==> config.mk <==
export PLATFORM = sky130hd
export DESIGN_NAME = lbp_led_blink_policy
export DESIGN_NICKNAME = d
export VERILOG_FILES = /design/src/rtl/lbp_pkg.sv /design/src/rtl/lbp_led_blink_policy.sv
export SDC_FILE = /design/constraint.sdc
export NUM_CORES = 1
export LEC_CHECK = 0
export ABC_AREA = 1
export BUFFER_PORTS_ARGS = -buffer_cell sky130_fd_sc_hd__buf_2
export CAP_MARGIN = 15
export CORE_MARGIN = 4
export CORE_UTILIZATION = 33
export CTS_CLUSTER_SIZE = 30
export DETAILED_ROUTE_END_ITERATION = 8
export GPL_TIMING_DRIVEN = 0
export HOLD_SLACK_MARGIN = 0.1
export SYNTH_ARGS = -nofsm -noshare
export SYNTH_HDL_FRONTEND = slang
export SYNTH_SLANG_ARGS = --single-unit
==> constraint.sdc <==
create_clock -name mclk -period 6.1 [get_ports mclk]
set_clock_uncertainty 0.15 [all_clocks]
set_input_delay 0.61 -clock mclk [delete_from_list [all_inputs] [get_ports mclk]]
set_output_delay 0.61 -clock mclk [all_outputs]
set_load 0.05 [all_outputs]
==> src/rtl/lbp_pkg.sv <==
// Purpose: constants shared by the LED blink policy block
// Assumes: 200 MHz core clock, AXI4-Lite register access
// Notes: register offsets are word indexes, byte address is four times
package lbp_pkg;
    // ==========================================================
    // clock and timing
    localparam int CLK_MHZ = 200;
    localparam int INTERVAL_MS = 1000; // length of one weighing interval
    localparam int WEIGHT_UNIT_MS = 42; // threshold step
    localparam int INTERVAL_CYC = INTERVAL_MS * 1000 * CLK_MHZ;
    localparam int WEIGHT_UNIT_CYC = WEIGHT_UNIT_MS * 1000 * CLK_MHZ;

    // ==========================================================
    // register indexes and bus address width
    localparam logic [15:0] STATUS_IDX = 16'h40c0;
    localparam logic [15:0] POLICY_IDX = 16'h40c1;
    localparam logic [15:0] BLINK_RATE_IDX = 16'h40c2;
    localparam int ADDR_W = 18;

    // ==========================================================
    // policy register fields
    localparam int THR_LSB = 0;
    localparam int THR_W = 4;
    localparam int ACT_WEIGHT_EN_BIT = 4;
    localparam int COL_FAST_BIT = 5;
    localparam int JABBER_OFF_BIT = 6;
    localparam int LOOPBACK_OFF_BIT = 7;
    localparam int DUTY_INVERT_BIT = 9;
    localparam logic [15:0] POLICY_RESET = 16'h006c;

    // ==========================================================
    // blink rate register fields
    localparam int MODE0_LSB = 12;
    localparam int MODE1_LSB = 8;
    localparam int MODE2_LSB = 4;
    localparam int MODE3_LSB = 0;
    localparam logic [15:0] BLINK_RATE_RESET = 16'hec75;

    // ==========================================================
    // status register fields
    localparam int ST_HEAVY_BIT = 0;
    localparam int ST_MODE_LSB = 1;
    localparam int ST_SUPPRESS_BIT = 3;

    // ==========================================================
    // bus answers
    localparam logic [1:0] RESP_OKAY = 2'h0;
    localparam logic [1:0] RESP_SLVERR = 2'h2;
endpackage : lbp_pkg

==> src/rtl/lbp_led_blink_policy.sv <==
// Purpose: global LED blink policy, traffic weighing and bus registers
// Assumes: activity, collision, loopback and jabber inputs are mclk logic
// Notes: blink rate generators and per-LED enables sit outside
// Operation
// - count rx and tx active time per second; heavy if either beats thr*42ms
// - weight enabled and heavy traffic: activity blinks in mode 0
// - weight disabled (reset): activity always blinks in mode 1
// - inversion bit swaps on and off portions; resets to 0
// - loopback bit stops blinking during internal loopback; resets to 0
// - jabber bit set stops blinking during 10 Mb/s jabber; resets to 1
// - jabber bit clear keeps normal blinking during jabber
// - collision blinks mode 1; select 1 faster, 0 slower; resets to 1
// - global collision blink applies only where the led's bit3 enable is 0
// - mode 0 rate in bits 15:12 (0xe), mode 1 in 11:8 (0xc)
// - mode 2 in 7:4 (0x7), mode 3 in 3:0 (0x5); codes 10-15 even duty
//
// The AXI4-Lite slave port is this design's own decision.
module lbp_led_blink_policy
    import lbp_pkg::*;
#(
    parameter int INTERVAL_CYCLES = INTERVAL_CYC,
    parameter int UNIT_CYCLES = WEIGHT_UNIT_CYC,
    parameter int NUM_LEDS = 3
) (
    // clock and reset
    input wire logic mclk,
    input wire logic rst_n,
    // axi4-lite write address and data
    input wire logic [ADDR_W-1:0] s_axi_awaddr,
    input wire logic s_axi_awvalid,
    output logic s_axi_awready,
    input wire logic [31:0] s_axi_wdata,
    input wire logic [3:0] s_axi_wstrb,
    input wire logic s_axi_wvalid,
    output logic s_axi_wready,
    // axi4-lite write response
    output logic [1:0] s_axi_bresp,
    output logic s_axi_bvalid,
    input wire logic s_axi_bready,
    // axi4-lite read
    input wire logic [ADDR_W-1:0] s_axi_araddr,
    input wire logic s_axi_arvalid,
    output logic s_axi_arready,
    output logic [31:0] s_axi_rdata,
    output logic [1:0] s_axi_rresp,
    output logic s_axi_rvalid,
    input wire logic s_axi_rready,
    // device state
    input wire logic rx_active,
    input wire logic tx_active,
    input wire logic collision,
    input wire logic loopback_mode,
    input wire logic jabber_10m,
    input wire logic [NUM_LEDS-1:0] led_col_blk_en,
    // policy outputs to the led drivers
    output logic [1:0] act_blink_mode,
    output logic [3:0] act_blink_freq,
    output logic [3:0] col_blink_freq,
    output logic col_blink_fast,
    output logic [NUM_LEDS-1:0] led_col_blink,
    output logic blink_suppress,
    output logic duty_invert,
    output logic traffic_heavy,
    output logic [3:0] mode2_freq,
    output logic [3:0] mode3_freq
);
    // ==========================================================
    // registers
    logic [15:0] policy_reg;
    logic [15:0] blink_rate_reg;
    logic [31:0] interval_cnt_reg;
    logic [31:0] rx_cnt_reg;
    logic [31:0] tx_cnt_reg;
    logic heavy_reg;
    logic aw_held_reg;
    logic w_held_reg;
    logic [ADDR_W-1:0] awaddr_reg;
    logic [31:0] wdata_reg;
    logic [3:0] wstrb_reg;
    logic bvalid_reg;
    logic [1:0] bresp_reg;
    logic rvalid_reg;
    logic [31:0] rdata_reg;
    logic [1:0] rresp_reg;
    logic [1:0] mode_reg;
    logic [3:0] act_freq_reg;
    logic [3:0] col_freq_reg;
    logic [NUM_LEDS-1:0] col_blink_reg;
    logic suppress_reg;

    // decode a byte address into a register select
    function automatic logic [1:0] lbp_decode(input logic [ADDR_W-1:0] a);
        logic [1:0] sel;
        sel = 2'h0;
        if (a == {BLINK_RATE_IDX, 2'h0}) begin
            sel = 2'h1;
        end else if (a == {POLICY_IDX, 2'h0}) begin
            sel = 2'h2;
        end else if (a == {STATUS_IDX, 2'h0}) begin
            sel = 2'h3;
        end
        return sel;
    endfunction : lbp_decode

    // ==========================================================
    // policy decoding
    wire [THR_W-1:0] thr = policy_reg[THR_LSB +: THR_W];
    wire weight_en = policy_reg[ACT_WEIGHT_EN_BIT];
    wire loopback_off = policy_reg[LOOPBACK_OFF_BIT];
    wire jabber_off = policy_reg[JABBER_OFF_BIT];
    wire [31:0] thr_cycles = 32'(thr) * 32'(UNIT_CYCLES);
    wire interval_end = interval_cnt_reg == 32'(INTERVAL_CYCLES - 1);
    wire heavy_next = (rx_cnt_reg > thr_cycles) | (tx_cnt_reg > thr_cycles);
    wire [1:0] mode_next = (weight_en && heavy_reg) ? 2'h0 : 2'h1;
    wire [3:0] mode0_f = blink_rate_reg[MODE0_LSB +: 4];
    wire [3:0] mode1_f = blink_rate_reg[MODE1_LSB +: 4];
    // loopback and jabber gate blinking; outside drivers then show steady
    wire suppress_next = (loopback_off & loopback_mode)
                       | (jabber_off & jabber_10m);
    wire [3:0] act_freq_next = (mode_next == 2'h0) ? mode0_f : mode1_f;
    wire [NUM_LEDS-1:0] col_blink_next =
        {NUM_LEDS{collision}} & ~led_col_blk_en;

    // ==========================================================
    // traffic weighing over one-second intervals
    always_ff @(posedge mclk or negedge rst_n) begin
        if (!rst_n) begin
            interval_cnt_reg <= 32'h0;
            rx_cnt_reg <= 32'h0;
            tx_cnt_reg <= 32'h0;
            heavy_reg <= 1'b0;
        end else if (interval_end) begin
            interval_cnt_reg <= 32'h0;
            rx_cnt_reg <= 32'h0;
            tx_cnt_reg <= 32'h0;
            heavy_reg <= heavy_next;
        end else begin
            interval_cnt_reg <= interval_cnt_reg + 32'h1;
            rx_cnt_reg <= rx_cnt_reg + {31'h0, rx_active};
            tx_cnt_reg <= tx_cnt_reg + {31'h0, tx_active};
        end
    end

    // registered policy outputs
    always_ff @(posedge mclk or negedge rst_n) begin
        if (!rst_n) begin
            mode_reg <= 2'h1;
            act_freq_reg <= BLINK_RATE_RESET[MODE1_LSB +: 4];
            col_freq_reg <= BLINK_RATE_RESET[MODE1_LSB +: 4];
            col_blink_reg <= '0;
            suppress_reg <= 1'b0;
        end else begin
            mode_reg <= mode_next;
            act_freq_reg <= act_freq_next;
            col_freq_reg <= mode1_f;
            col_blink_reg <= col_blink_next;
            suppress_reg <= suppress_next;
        end
    end

    assign act_blink_mode = mode_reg;
    assign act_blink_freq = act_freq_reg;
    assign col_blink_freq = col_freq_reg;
    assign col_blink_fast = policy_reg[COL_FAST_BIT];
    assign led_col_blink = col_blink_reg;
    assign blink_suppress = suppress_reg;
    assign duty_invert = policy_reg[DUTY_INVERT_BIT];
    assign traffic_heavy = heavy_reg;
    assign mode2_freq = blink_rate_reg[MODE2_LSB +: 4];
    assign mode3_freq = blink_rate_reg[MODE3_LSB +: 4];

    // ==========================================================
    // axi4-lite write path: address and data taken in either order
    assign s_axi_awready = !aw_held_reg && !bvalid_reg;
    assign s_axi_wready = !w_held_reg && !bvalid_reg;
    wire aw_take = s_axi_awvalid && s_axi_awready;
    wire w_take = s_axi_wvalid && s_axi_wready;
    wire aw_have = aw_held_reg || aw_take;
    wire w_have = w_held_reg || w_take;
    wire do_write = aw_have && w_have;
    wire [ADDR_W-1:0] wr_addr = aw_held_reg ? awaddr_reg : s_axi_awaddr;
    wire [31:0] wr_data = w_held_reg ? wdata_reg : s_axi_wdata;
    wire [3:0] wr_strb = w_held_reg ? wstrb_reg : s_axi_wstrb;
    wire [1:0] wr_sel = lbp_decode(wr_addr);
    wire [15:0] wr_mask = {{8{wr_strb[1]}}, {8{wr_strb[0]}}};
    wire [15:0] policy_next = (policy_reg & ~wr_mask)
                            | (wr_data[15:0] & wr_mask & 16'h02ff);
    wire [15:0] rate_next = (blink_rate_reg & ~wr_mask)
                          | (wr_data[15:0] & wr_mask);

    // write channel holding and response
    always_ff @(posedge mclk or negedge rst_n) begin
        if (!rst_n) begin
            aw_held_reg <= 1'b0;
            w_held_reg <= 1'b0;
            awaddr_reg <= '0;
            wdata_reg <= 32'h0;
            wstrb_reg <= 4'h0;
            bvalid_reg <= 1'b0;
            bresp_reg <= RESP_OKAY;
        end else begin
            if (aw_take) begin
                awaddr_reg <= s_axi_awaddr;
            end
            if (w_take) begin
                wdata_reg <= s_axi_wdata;
                wstrb_reg <= s_axi_wstrb;
            end
            aw_held_reg <= aw_have && !do_write;
            w_held_reg <= w_have && !do_write;
            if (do_write) begin
                bvalid_reg <= 1'b1;
                bresp_reg <= (wr_sel == 2'h1 || wr_sel == 2'h2)
                           ? RESP_OKAY : RESP_SLVERR;
            end else if (s_axi_bready) begin
                bvalid_reg <= 1'b0;
            end
        end
    end

    // software registers
    always_ff @(posedge mclk or negedge rst_n) begin
        if (!rst_n) begin
            policy_reg <= POLICY_RESET;
            blink_rate_reg <= BLINK_RATE_RESET;
        end else if (do_write && wr_sel == 2'h2) begin
            policy_reg <= policy_next;
        end else if (do_write && wr_sel == 2'h1) begin
            blink_rate_reg <= rate_next;
        end
    end

    assign s_axi_bvalid = bvalid_reg;
    assign s_axi_bresp = bresp_reg;

    // ==========================================================
    // axi4-lite read path
    assign s_axi_arready = !rvalid_reg;
    wire ar_take = s_axi_arvalid && s_axi_arready;
    wire [1:0] rd_sel = lbp_decode(s_axi_araddr);
    wire [15:0] status_word = {12'h0, suppress_reg, mode_reg, heavy_reg};
    wire [15:0] rd_word = (rd_sel == 2'h1) ? blink_rate_reg
                        : (rd_sel == 2'h2) ? policy_reg
                        : (rd_sel == 2'h3) ? status_word : 16'h0;

    // read data capture, held until rready
    always_ff @(posedge mclk or negedge rst_n) begin
        if (!rst_n) begin
            rvalid_reg <= 1'b0;
            rdata_reg <= 32'h0;
            rresp_reg <= RESP_OKAY;
        end else if (ar_take) begin
            rvalid_reg <= 1'b1;
            rdata_reg <= {16'h0, rd_word};
            rresp_reg <= (rd_sel == 2'h0) ? RESP_SLVERR : RESP_OKAY;
        end else if (s_axi_rready) begin
            rvalid_reg <= 1'b0;
        end
    end

    assign s_axi_rvalid = rvalid_reg;
    assign s_axi_rdata = rdata_reg;
    assign s_axi_rresp = rresp_reg;
endmodule : lbp_led_blink_policy

After elaboration in Yosys (flattened, before gate mapping)
Cells that the tools add are included.
W data, S select, Z words.
Cells by class
  add/subtract/negate cells: 3
  $mul: 1
  order comparisons: 2
  eq/ne operators: 12
  muxes and demuxes: 23
  bitwise logic cells: 13
  reductions and logical operators: 24
Operator list (number)
  $eq A18 B17 Y1 const B: 6
  $mux W32: 3
  $add A32 B1 Y32: 2
  $gt A32 B28 Y1: 2
  $and A16 B16 Y16: 3
  $mux W16: 3
  $add A32 B1 Y32 const B: 1
  $eq A32 B28 Y1 const B: 1
  $mul A4 B17 Y21 const B: 1
  $mux W18: 1
  $mux W2: 9
  $not A16 Y16: 1
  $or A16 B10 Y16: 1
  $or A16 B16 Y16: 1
  $logic_and A1 B1 Y1: 11
  $mux W4: 2
  $eq A2 B2 Y1 const B: 3
  $logic_not A1 Y1: 5
  $mux W1: 5
  $eq A2 B1 Y1 const B: 2
  $logic_not A2 Y1: 2
  $reduce_bool A2 Y1: 2
  $and A3 B3 Y3: 1
  $logic_or A1 B1 Y1: 3
  5 further kinds: 7
Storage, ports and cells
  flip-flop bits (word level): 202
  output and inout bits: 66

Longest topological paths before layout
  depth after elaboration: 9
  gate-level depth with buffers: 19

Worst setup path before layout
No wires, ideal clock.
  path kind: register to register
  from: register (tool-made name)
  to: register heavy_reg (netlist: traffic_heavy)
  setup time: 0.120 ns
  arrival: 2.629 ns
  path slack: 3.200 ns
  stages on the path, launching flop included: 17
  path buffers: 0
  clock period less this slack: 2.900 ns
  path through: dfstp_2 > ha_1 > inv_1 > fa_1 > a21oi_1 > a21o_1 > a21oi_1 > xor2_1 > ha_1 > nand2_1 > nand3b_1 > nor2_1 > nand2_1 > nand2_1 > nand2_1 > nand2_1 > nand2_1
RTL lines
  to (signal assigned): line lbp_led_blink_policy.sv:136  | heavy_reg <= heavy_next;
  to (decl): line lbp_led_blink_policy.sv:74  | logic heavy_reg;

==> metrics.md <==
| Metric | Value |
|---|---|
| Post-synth ARST share | 1.00 |
| Setup TNS | 0 ns |
| Worst path depth | 17 |
| Arrival time worst endpoint | 3.62 ns |
| P_leak | between 6 and 7 nW |
| Drt pass-1 iters | 5 |
| Via count | between 9000 and 10000 |
| Clock tree from TritonCTS | yes |
| Pwr dens | 271 nW/um^2 |
| Die area | roughly 38000 sq um |
| Crit path buf inv count | 2 |
| CP required | roughly 6.4 ns |
| Number of cell rows | a little under 70 |
| Sequential power share | 0.451 |
| H-tree Lvls | 4 |
| Final Max Slew Viols | 0 |
| Net Sw Power | approximately 0.0012 W |
| CTS-repair resized insts | 0 |
| Crit end category | register |
| Most numerous cell in the Yosys netlist | nand2_1 |
| FMAX | 296 MHz |
| Boundary Pins | 153 |
| Dpl ws | between 2 and 3 ns |
| Syn_area_per_cell | between 7 and 8 sq um |
| Max-cap violations | 0 |
| Final-stage net count | approximately 1800 |
| Final setup viols | 0 |
| Top post-synthesis cells by count | nand2_1, nor2_1, inv_1 |
| Largest stage delay, worst path | between 0.4 and 0.5 ns |
| Final ANT Viol Nets | 0 |
| Clock root cell | clkbuf_16 |
| Share of the synthesized area in the top cell type | 0.390 |
| Antenna violations before repair | 0 |
| Measured slew at the worst slew-check pin | 0.731 ns |
| Routed wire length | just over 30000 um |
| Drt wl/cell | 14.4 um |
| Die boundary width | 196 um |
| Synth area leaders | dfrtp_1, nand2_1, nor2_1, inv_1, ha_1 |
| Clock Power Share | 0.335 |
| Post-synth top flop | dfrtp_1 |
| DRT iter0 DRCs | roughly 560 |
| Vias in the first global route | 9830 |
| Number of unique standard cell types used by synthesis | 50 |
| Hold Path Cell Cnt | 2 |
| Final worst slack | between 2 and 3 ns |
| TritonCTS Buffers | 17 |
| Pwr Total | roughly 0.0037 W |
| Clock Path Buffers | 2 |
| Final Hold Viols | 0 |
| Crit Path Max Fanout | 5 |
| Comb power frac | 0.215 |
| Global-route wire length before repair | 51000 um |
| Mapped Area | 11600 sq um |
| Port Buffers | 115 |
| Layout cell share with drive strength beyond 1 | 0.153 |
| GPL Wtd Cong | between 0.8 and 0.9 |
| Core area | 34600 sq um |
| RSZ-0062 raised after global routing | false |
| DRC Markers | 0 |
| Vias/cell | approximately 4.7 |
| Die Y | roughly 200 um |
| Cell family with most CP delay | adder cells |
| Final HPWL DP | 23500 um |
| Sequential share of the synthesized area | 0.433 |
| Number of synthesized flops with an enable pin | 0 |
| Switch share | 0.336 |
| Final worst-path cycle share | 0.553 |
| Normalized max-slew margin | 0.513 |
| Critical path's most frequent cell | nand2_1 |
| Postcts setup bufs | 0 |
| GRT overflow | 0 |
| Warnings, synthesis | 0 |
| CP Launch Type | register |
| Worst vdd ir | slightly above 0.4 mV |
| Crit path cell chain | inv_1 -> fa_1 -> inv_1 -> ha_1 -> a21o_1 -> a21oi_1 -> xor2_1 -> ha_1 -> nand2_1 -> nand3b_1 -> nor2_1 -> nand2_1 -> nand2_1 -> nand2_1 -> nand2_1 -> nand2_1 -> nand2_1 |
| Worst-Skew Late Latency | 0.45 ns |
| CTS hold repair buffers | 1 |
| Pin count of the biggest net entering global routing | between 100 and 150 |
| Clock slew seen by the registers of the worst setup and hold paths | 0.09 ns |
| Worst reg2reg path depth | 17 |
| Yosys top cell by area | dfrtp_1 |
| Internal power contribution | roughly 0.0024 W |
| ANT cells | 0 |
| Fin util | 0.390 |
| Slowest CP cell | dfrtp_1 |
| Run status | finished, final reports clean |
| Post-Synthesis Cells | about 1500 |
| Worst Hold Class | in2reg |
| Gr usage total | 0.162 |
| WS Path Type | reg2reg |
| Final critical-path required period | around 3.4 ns |
| Layout overhead on the synthesized area | 16.3% |
| Starting Density | 0.335 |
| Yosys reg bits | 200 |
| Clock tree sinks | 200 |
per-layer routing:
| layer | vias to the layer above | wire length [um] | global-route usage | share of wire |
|---|---|---|---|---|
| met1 | 4674 | 14200 | 0.219 | 0.46 |
| met2 | 209 | 14700 | 0.271 | 0.48 |
| met5 | - | 0 | 0 | 0 |
| met3 | 30 | 1210 | 0.0264 | 0.040 |
| met4 | 0 | 442 | 0.0447 | 0.014 |
| li1 | 5017 | - | - | - |
kinds of logic after synthesis:
kind of cell	after synthesis	share of synthesized area
DFF	200	0.433
AOI/OAI and AO/OA	120	0.0578
buffers and inverters	265	0.103
adders and majority gates	49	0.0541
and+or+nand+nor	786	0.297
xor gates and xnor gates	66	0.0498
muxes	5	0.00485
other	1	0.000323
power by group through the flow:
stage                     clock network (W)  registers, W  logic [W]
after floorplan                           0       0.00166   0.000562
after global placement                    0       0.00167   0.000770
after detailed placement                  0       0.00167   0.000794
after CTS                           0.00126       0.00165   0.000796
after global routing                0.00131       0.00168   0.000899
final                               0.00123       0.00165   0.000788
cells in the final DEF, fill, tap and decap left out, types with 4 or more instances in the layout:
cell and n:
buf_4 28, ha_1 47, nand3b_1 6, xor2_1 50, conb_1 19, nor4_1 6, xnor2_1 16, nor2_1 208
inv_1 206, dfrtp_1 181, nor2_2 10, dfstp_2 19, nand4_1 55, buf_2 117, buf_6 12, o21ai_0 71
nand2_1 358, o21ai_2 6, clkbuf_16 17, nor2_4 4, mux2_2 5, nand3_1 55, nor3_1 67, clkbuf_1 12
a21oi_1 18, o22ai_1 13
worst reg2reg max path: stages, from the launching register on:
cell	delay, ns
dfrtp_1	0.49
inv_1	0.22
fa_1	0.45
inv_1	0.06
ha_1	0.26
a21o_1	0.19
a21oi_1	0.14
xor2_1	0.33
ha_1	0.18
nand2_1	0.04
nand3b_1	0.15
nor2_1	0.24
nand2_1	0.08
nand2_1	0.06
nand2_1	0.05
nand2_1	0.10
nand2_1	0.06
nand2_1	0.06
path summary, 6_finish.rpt:
kind                                    from                    to  slack [ns]
min in group asynchronous              rst_n  interval_cnt_reg[26]        0.59
min reg2reg                         register     col_blink_freq[3]        0.24
min                        led_col_blk_en[1]      led_col_blink[1]        0.16
max reg2reg                         register         traffic_heavy        2.72
max in group asynchronous              rst_n         awaddr_reg[9]        4.11
max                                 register         traffic_heavy        2.72
per-stage QoR:
step / hold WS, ns / area, sq um / std cells
2_1_floorplan: 0.164 / 11700 / 1510
3_3_place_gp: 0.232 / 12800 / 2080
3_5_place_dp: 0.234 / 12900 / 2081
4_1_cts: 0.138 / 13500 / 2114
5_1_grt: 0.152 / 13500 / 2114
6_report: 0.157 / 13500 / 2114
area by class of cell:
cell class              instances  area (sq um)
plain buffers                  56           409
clock buffers                  18           439
multi-input cells            1045          5460
repair buffers                117           623
fillers                      3563         21100
well taps                     455           569
clock inverters                14           189
inverters                     209           790
flip-flops and latches        200          5030
Note: power is estimated with default switching activity, not from simulation.
